--- config.mk ---
export PLATFORM = sky130hd
export DESIGN_NAME = output_disable_group
export DESIGN_NICKNAME = d
export VERILOG_FILES = /design/src/odg_pkg.sv /design/src/odg_sync_if.sv /design/src/odg_sync.sv /design/src/output_disable_group.sv
export SDC_FILE = /design/constraint.sdc
export NUM_CORES = 1
export LEC_CHECK = 0
export BUFFER_PORTS_ARGS = -buffer_cell sky130_fd_sc_hd__buf_2
export CORE_ASPECT_RATIO = 0.5
export CORE_MARGIN = 2
export CORE_UTILIZATION = 55
export DETAILED_ROUTE_END_ITERATION = 6
export GPL_ROUTABILITY_DRIVEN = 0
export GPL_TIMING_DRIVEN = 1
export MAX_ROUTING_LAYER = met4
export PLACE_DENSITY = 0.89
export SLEW_MARGIN = 10
export SYNTH_ARGS = -nofsm -noshare
export SYNTH_HDL_FRONTEND = slang
export SYNTH_SLANG_ARGS = --single-unit
--- constraint.sdc ---
create_clock -name clock -period 8.9 [get_ports clock]
set_input_delay 0.445 -clock clock [delete_from_list [all_inputs] [get_ports clock]]
set_output_delay 0.445 -clock clock [all_outputs]
set_load 0.005 [all_outputs]
--- src/odg_pkg.sv ---
// Function
// - Four causes disable the PWM timer outputs.
// - Trip input rising edge tristates group pins.
// - Trip input edge also raises an interrupt.
// - Oscillation stop tristates group pins.
// - Four sticky flags; clearing them releases pins.
// - Four independent groups, each own trip input.
package odg_pkg;
   localparam int unsigned GROUPS = 4;
   localparam int unsigned CHANNELS = 4;
   localparam int unsigned FLAGS = 4;
   localparam int unsigned FLAG_TRIP = 0;
   localparam int unsigned FLAG_REQ = 1;
   localparam int unsigned FLAG_OSC = 2;
   localparam int unsigned FLAG_SW = 3;
   localparam logic [11:0] ADDR_FLAGS = 12'h000;
   localparam logic [11:0] ADDR_CTRL = 12'h004;
   localparam logic [11:0] ADDR_IRQ_STATUS = 12'h008;
   localparam logic [11:0] ADDR_IRQ_MASK = 12'h00c;
   localparam logic [11:0] ADDR_ASSOC = 12'h010;
   localparam logic [31:0] ZERO_WORD = 32'h0000_0000;
   localparam logic [GROUPS-1:0] CTRL_EN_RESET = 4'h0;
   localparam logic [GROUPS-1:0] IRQ_MASK_RESET = 4'h0;
   localparam logic [CHANNELS-1:0] ASSOC_RESET = 4'hf;
   localparam int unsigned CTRL_SW_LSB = 8;
   localparam int unsigned CTRL_OSC_LSB = 16;
   localparam int unsigned CTRL_REQ_LSB = 24;
   localparam int unsigned ASSOC_STRIDE = 8;
endpackage

--- src/odg_sync_if.sv ---
`timescale 1ns/1ps
`default_nettype none
interface odg_sync_if;
   logic [odg_pkg::GROUPS+1-1:0] raw;
   logic [odg_pkg::GROUPS+1-1:0] sync;
   modport src (output raw, input sync);
   modport dst (input raw, output sync);
endinterface
`default_nettype wire

--- src/odg_sync.sv ---
`timescale 1ns/1ps
`default_nettype none
module odg_sync
   import odg_pkg::*;
(
   input wire logic clock, // System clock.
   input wire logic rst, // Asynchronous reset.
   input wire logic ce, // Clock enable.
   odg_sync_if.dst s // Raw pins in, synchronised out.
);
   logic [GROUPS:0] meta_q, meta_d, sync_q, sync_d;
   always_comb
   begin
      meta_d = ce ? s.raw : meta_q;
      sync_d = ce ? meta_q : sync_q;
   end
   always_ff @(posedge clock or posedge rst)
   begin
      if (rst)
      begin
         meta_q <= '0;
         sync_q <= '0;
      end
      else
      begin
         meta_q <= meta_d;
         sync_q <= sync_d;
      end
   end
   assign s.sync = sync_q;
endmodule
`default_nettype wire

--- src/output_disable_group.sv ---
// Local design decisions: the address map and the APB slave port.
`timescale 1ns/1ps
`default_nettype none
module output_disable_group
   import odg_pkg::*;
(
   input wire logic clock, // 200 MHz system clock.
   input wire logic rst, // Asynchronous reset, active high.
   input wire logic ce, // Clock enable; low freezes all state.
   input wire logic psel, // APB select.
   input wire logic penable, // APB enable.
   input wire logic pwrite, // APB direction.
   input wire logic [11:0] paddr, // APB byte address.
   input wire logic [31:0] pwdata, // APB write data.
   output logic [31:0] prdata, // APB read data.
   output logic pready, // APB ready.
   output logic pslverr, // APB error on unmapped address.
   input wire logic [GROUPS-1:0] external_trip_input, // Trip pins, one per group.
   input wire logic osc_stop, // Oscillation stop from the clock generator.
   input wire logic [GROUPS-1:0] timer_req, // Timer or comparator disable request, same clock.
   input wire logic [CHANNELS-1:0] timer_output_a_drive, // Timer value for output A.
   input wire logic [CHANNELS-1:0] timer_output_b_drive, // Timer value for output B.
   output logic [CHANNELS-1:0] timer_output_a, // Pin A value.
   output logic [CHANNELS-1:0] timer_output_a_oe_n, // Pin A enable, low drives.
   output logic [CHANNELS-1:0] timer_output_b, // Pin B value.
   output logic [CHANNELS-1:0] timer_output_b_oe_n, // Pin B enable, low drives.
   output logic irq // Level interrupt.
);
   odg_sync_if sif ();
   assign sif.raw = {osc_stop, external_trip_input};
   odg_sync u_sync (
      .clock(clock),
      .rst(rst),
      .ce(ce),
      .s(sif)
   );

   function automatic logic [GROUPS-1:0] w1c(input logic [GROUPS-1:0] cur, input logic [GROUPS-1:0] set,
                                              input logic [GROUPS-1:0] clr);
      // Set wins over a clear in the same cycle so no event is lost.
      w1c = set | (cur & ~clr);
   endfunction

   logic [GROUPS-1:0] trip_prev_q, trip_prev_d;
   logic [GROUPS-1:0] flag_q [FLAGS];
   logic [GROUPS-1:0] flag_d [FLAGS];
   logic [GROUPS-1:0] set_v [FLAGS];
   logic [31:0] ctrl_q, ctrl_d;
   logic [GROUPS-1:0] irq_st_q, irq_st_d, irq_mask_q, irq_mask_d;
   logic [31:0] assoc_q, assoc_d;
   logic [31:0] prdata_q, prdata_d;
   logic pready_q, pready_d, pslverr_q, pslverr_d;
   logic [CHANNELS-1:0] oa_q, oa_d, ob_q, ob_d, oea_q, oea_d, oeb_q, oeb_d;
   logic irq_q, irq_d;
   logic [GROUPS-1:0] trip_now, trip_edge, grp_off;
   logic wr, rd;

   assign wr = psel && !penable && pwrite;
   assign rd = psel && !penable && !pwrite;
   assign trip_now = sif.sync[GROUPS-1:0];
   assign trip_edge = trip_now & ~trip_prev_q & ctrl_q[GROUPS-1:0];

   always_comb
   begin
      logic hit;
      logic [GROUPS-1:0] clr;
      hit = 1'b0;
      clr = '0;
      trip_prev_d = trip_now;
      ctrl_d = ctrl_q;
      irq_mask_d = irq_mask_q;
      assoc_d = assoc_q;
      prdata_d = prdata_q;
      pready_d = 1'b0;
      pslverr_d = 1'b0;
      set_v[FLAG_TRIP] = trip_edge;
      set_v[FLAG_REQ] = timer_req & ctrl_q[CTRL_REQ_LSB +: GROUPS];
      set_v[FLAG_OSC] = {GROUPS{sif.sync[GROUPS]}} & ctrl_q[CTRL_OSC_LSB +: GROUPS];
      set_v[FLAG_SW] = '0;
      if (psel && !penable)
      begin
         pready_d = 1'b1;
         unique case (paddr)
            ADDR_FLAGS: hit = 1'b1;
            ADDR_CTRL: hit = 1'b1;
            ADDR_IRQ_STATUS: hit = 1'b1;
            ADDR_IRQ_MASK: hit = 1'b1;
            ADDR_ASSOC: hit = 1'b1;
            default: hit = 1'b0;
         endcase
         pslverr_d = !hit;
      end
      if (wr && paddr == ADDR_CTRL)
      begin
         // Software stop bits are pulses into the sticky flag, not stored.
         ctrl_d = pwdata & ~(32'(GROUPS'('1)) << CTRL_SW_LSB);
         set_v[FLAG_SW] = pwdata[CTRL_SW_LSB +: GROUPS];
      end
      if (wr && paddr == ADDR_IRQ_MASK)
         irq_mask_d = pwdata[GROUPS-1:0];
      if (wr && paddr == ADDR_ASSOC)
         assoc_d = pwdata;
      // Writing a one to bit g clears all four flags of group g together.
      if (wr && paddr == ADDR_FLAGS)
         clr = pwdata[GROUPS-1:0];
      for (int f = 0; f < FLAGS; f++)
         flag_d[f] = w1c(flag_q[f], set_v[f], clr);
      irq_st_d = w1c(irq_st_q, trip_edge,
                     (wr && paddr == ADDR_IRQ_STATUS) ? pwdata[GROUPS-1:0] : '0);
      if (rd)
      begin
         unique case (paddr)
            ADDR_FLAGS: prdata_d = {16'h0000, flag_q[FLAG_SW], flag_q[FLAG_OSC], flag_q[FLAG_REQ],
                                    flag_q[FLAG_TRIP]};
            ADDR_CTRL: prdata_d = ctrl_q;
            ADDR_IRQ_STATUS: prdata_d = {28'h0000000, irq_st_q};
            ADDR_IRQ_MASK: prdata_d = {28'h0000000, irq_mask_q};
            ADDR_ASSOC: prdata_d = assoc_q;
            default: prdata_d = ZERO_WORD;
         endcase
      end
      grp_off = flag_q[FLAG_TRIP] | flag_q[FLAG_REQ] | flag_q[FLAG_OSC] | flag_q[FLAG_SW];
      for (int c = 0; c < CHANNELS; c++)
      begin
         oea_d[c] = |(grp_off & assoc_q[c*ASSOC_STRIDE +: GROUPS]);
         oeb_d[c] = oea_d[c];
         oa_d[c] = timer_output_a_drive[c] & ~oea_d[c];
         ob_d[c] = timer_output_b_drive[c] & ~oeb_d[c];
      end
      irq_d = |(irq_st_q & irq_mask_q);
   end

   always_ff @(posedge clock or posedge rst)
   begin
      if (rst)
      begin
         trip_prev_q <= '0;
         for (int f = 0; f < FLAGS; f++)
            flag_q[f] <= '0;
         ctrl_q <= {28'h0000000, CTRL_EN_RESET};
         irq_st_q <= '0;
         irq_mask_q <= IRQ_MASK_RESET;
         assoc_q <= {4{4'h0, ASSOC_RESET}};
         prdata_q <= ZERO_WORD;
         pready_q <= 1'b0;
         pslverr_q <= 1'b0;
         oa_q <= '0;
         ob_q <= '0;
         oea_q <= '1;
         oeb_q <= '1;
         irq_q <= 1'b0;
      end
      else if (ce)
      begin
         trip_prev_q <= trip_prev_d;
         for (int f = 0; f < FLAGS; f++)
            flag_q[f] <= flag_d[f];
         ctrl_q <= ctrl_d;
         irq_st_q <= irq_st_d;
         irq_mask_q <= irq_mask_d;
         assoc_q <= assoc_d;
         prdata_q <= prdata_d;
         pready_q <= pready_d;
         pslverr_q <= pslverr_d;
         oa_q <= oa_d;
         ob_q <= ob_d;
         oea_q <= oea_d;
         oeb_q <= oeb_d;
         irq_q <= irq_d;
      end
   end

   assign prdata = prdata_q;
   assign pready = pready_q;
   assign pslverr = pslverr_q;
   assign timer_output_a = oa_q;
   assign timer_output_b = ob_q;
   assign timer_output_a_oe_n = oea_q;
   assign timer_output_b_oe_n = oeb_q;
   assign irq = irq_q;
endmodule
`default_nettype wire

==> metrics.md <==
| Metric | Value |
|---|---|
| Top cells by instance count after synthesis | `125 x dfrtp_1, 50 x mux2_2, 47 x nand2_1, 42 x o21ai_0, 30 x mux2_4` |
| Highest cell delay on the worst timing path | `1240 ps` |
| Required time at the worst-slack endpoint | `9210 ps` |
| Areal power density over the cells | `194 mW/mm²` |
| Share of synthesized flip-flops with an asynchronous set or reset | `1.00` |
| Global route overflow | `0` |
| Max_cap viols | `0` |
| Detailed-router iteration count before antenna repair | `5` |
| Count of H-tree levels built during CTS | `4` |
| Placed wire-length estimate after detailed placement | `10100 µm` |
| Leakage power | `0.00365 µW` |
| Initial antenna violation count | `1` |
| TritonCTS clock tree | `built` |
| Final layout net count | `662` |
| Horiz. Die Dim | `155 µm` |
| Setup repair after global routing missed its margin | `no` |
| Netlist Area Pre-Place | `0.00626 mm²` |
| Final period utilization | `0.329` |
| Leading cell type by number of instances after synthesis | `dfrtp_1` |
| Most frequently used flop master after synthesis | `dfrtp_1` |
| Clock-pin slew on the worst setup and hold paths | `70 ps` |
| Worst slew margin relative to its limit | `0.268` |
| Average wire per cell in the routed design | `21.5 µm` |
| Cell taking the most area after synthesis | `dfrtp_1` |
| Post-route setup TNS | `0 ps` |
| Sequential element share of the synthesized area | `0.583` |
| Via count of the first global-routing pass | `4738` |
| Fill cell total of the finished layout | `725` |
| Highest achievable clock rate | `0.341 GHz` |
| Post-route setup slack | `5970 ps` |
| Avg Synthesized Cell Area | `12.9 µm²` |
| Fraction of layout instances using a drive strength above 1 | `0.431` |
| Number of hold buffers added after cts | `0` |
| Max Slew Vio Count | `0` |
| Average via count per standard cell | `6.14` |
| Main area contributors after synthesis | `dfrtp_1 50%, mux2_2 9.0%, dfstp_2 8.4%` |
| Post-route DRC violation count | `0` |
| Synthesized net count | `553` |
| Clock sink total | `145` |
| Remaining antenna violation count after routing | `0` |
| Hold violation total from the final report | `0` |
| Pin count of the biggest net entering global routing | `76` |
| Total setup buffers inserted after CTS | `0` |
| Initial cell density of the core | `0.567` |
| Crit path launch type | `input pin` |
| Yosys Warn Count | `0` |
| Slew of the pin with the lowest slew margin | `1100 ps` |
| Status | `complete, no violations` |
| Sequence of cells on the critical path | `buf_2 -> nand4b_1 -> or4_2 -> mux2_4` |
| Top-area cell type share of the netlist area | `0.499` |
| Count of distinct cell types in the synthesized netlist | `37` |
| Final WL | `16200 µm` |
| Layout Skew | `9.17 ps` |
| Clock latency on the worst-skew pair | `430 ps` |
| Area growth, synth to finish | `19.5%` |
| Instance count of the mapped netlist | `486` |
| Worst hold path class | `in -> async` |
| Global-route wire length before repair | `25700 µm` |
| DR iter-0 viols | `447` |
| Crit path time final | `2930 ps` |
| Number of input and output port buffers inserted | `117` |
| Setup violations, final | `0` |
| Number of placed I/O pins | `118` |
| Die outline area | `0.0123 mm²` |
| Core Area | `0.0110 mm²` |
| Highest ir drop seen on vdd | `0.112 mV` |
| Die span in y | `79.5 µm` |
| Data arrival time of the critical path | `3240 ps` |
| Highest fanout seen on the critical path | `44` |
| Type of the setup path with the least slack | `in -> reg` |
| Register bit count reported by yosys | `145` |
| Total CTS buffers | `17` |
| Clock root cell | `clkbuf_16` |
| Count of vias placed by the detailed router | `4630` |
| CP endpoint kind | `register` |
| Total global routing track utilization | `0.287` |
| Number of core rows | `27` |
| Number of buffers on the longest clock path | `2` |
| Crit path max-delay cell type | `or4_2` |
| Post-Place Setup Slack | `5510 ps` |
| Count of flip-flops with a built-in enable after synthesis | `0` |
| Cells resized by post-CTS repair | `0` |
-- power breakdown --
part           switching [µW]  internal (µW)  leakage [µW]
combinational            47.7           34.4       0.00150
clock                     308            371      0.000262
sequential               12.5            677       0.00189
total                     368           1080       0.00365
-- layer usage --
metal,routed length [µm],global-route usage,vias to the layer above
li1,-,-,1998
met1,6740,0.362,2317
met2,7490,0.433,267
met3,1570,0.0993,48
met4,414,0.111,0
met5,0,-,-
-- area by class of cell --
type / instances / area [µm²] / area share
Sequential cell: 145 / 3650 / 0.488
Multi-Input combinational cell: 304 / 2450 / 0.327
Timing Repair Buffer: 121 / 616 / 0.0822
Clock buffer: 18 / 439 / 0.0587
Tap cell: 145 / 181 / 0.0242
Clock inverter: 14 / 120 / 0.0160
Inverter: 6 / 27.5 / 0.00368
Antenna cell: 1 / 2.50 / 0.000334
-- stage by stage --
stage | hold WS [ps] | instance area [µm²] | instances | util | power, µW
floorplan | 469 | 6260 | 486 | - | 742
global placement | 457 | 6930 | 721 | 0.627 | 777
detailed placement | 465 | 6930 | 721 | 0.627 | 781
CTS | 129 | 7480 | 753 | 0.678 | 1450
global route | 162 | 7490 | 754 | 0.678 | 1500
finish | 102 | 7490 | 754 | 0.678 | 1450
-- cells in the final DEF, fill, tap and decap left out, drive strengths merged --
cell type / n
a31o: 1
nor2: 19
nand2: 47
nand2b: 4
clkinvlp: 4
mux2: 81
nor4: 6
a31oi: 1
dfrtp: 125
nor2b: 3
o21ai: 42
inv: 12
or2: 1
clkinv: 4
a222oi: 4
diode: 1
nand4b: 1
clkbuf: 18
or3: 4
a21oi: 8
and3: 4
buf: 121
a22oi: 22
or4: 9
nand4: 1
o2bb2ai: 3
a21bo: 1
a32o: 8
dfstp: 20
a22o: 16
o2111ai: 1
nand4bb: 1
mux2i: 16
-- critical path: cells and delay by family --
| family | cells | cell delay (ps) |
|---|---|---|
| simple gates | 2 | 1650 |
| buf+inv | 1 | 640 |
| mux | 1 | 480 |
-- path summary, 6_finish.rpt --
check | startpoint | end | slack (ps) | cells past startpoint
max in group asynchronous | rst | trip_prev_q[0]$_DFFE_PP0P_ | 7410 | 3
min in group clock | timer_output_a_drive[2] | timer_output_a[2]$_DFFE_PP0P_ | 240 | 2
worst max register to register | flag_q[3]$_DFFE_PP0P_ | timer_output_a[2]$_DFFE_PP0P_ | 6840 | 4
worst min register to register | prdata[4]$_DFFE_PP0P_ | prdata[4]$_DFFE_PP0P_ | 470 | 2
worst max-delay path | ce | assoc_q[21]$_DFFE_PP0P_ | 5970 | 4
worst min-delay path | rst | timer_output_b[0]$_DFFE_PP0P_ | 100 | 2
-- registers in the layout, summed over array words and instances (netlist names), 5 cells and up --
register       cells
u_sync.s.sync      5
flag_q            16
ctrl_q            28
u_sync.meta_q      5
assoc_q           32
prdata            32
-- logic make-up after synthesis --
logic type,after synthesis,share of synthesized area
buffers and inverters,37,0.0302
AOI/OAI and AO/OA,107,0.117
DFF,145,0.583
muxes,97,0.189
and+or+nand+nor,100,0.0801
(Power assumes the default switching activity.)
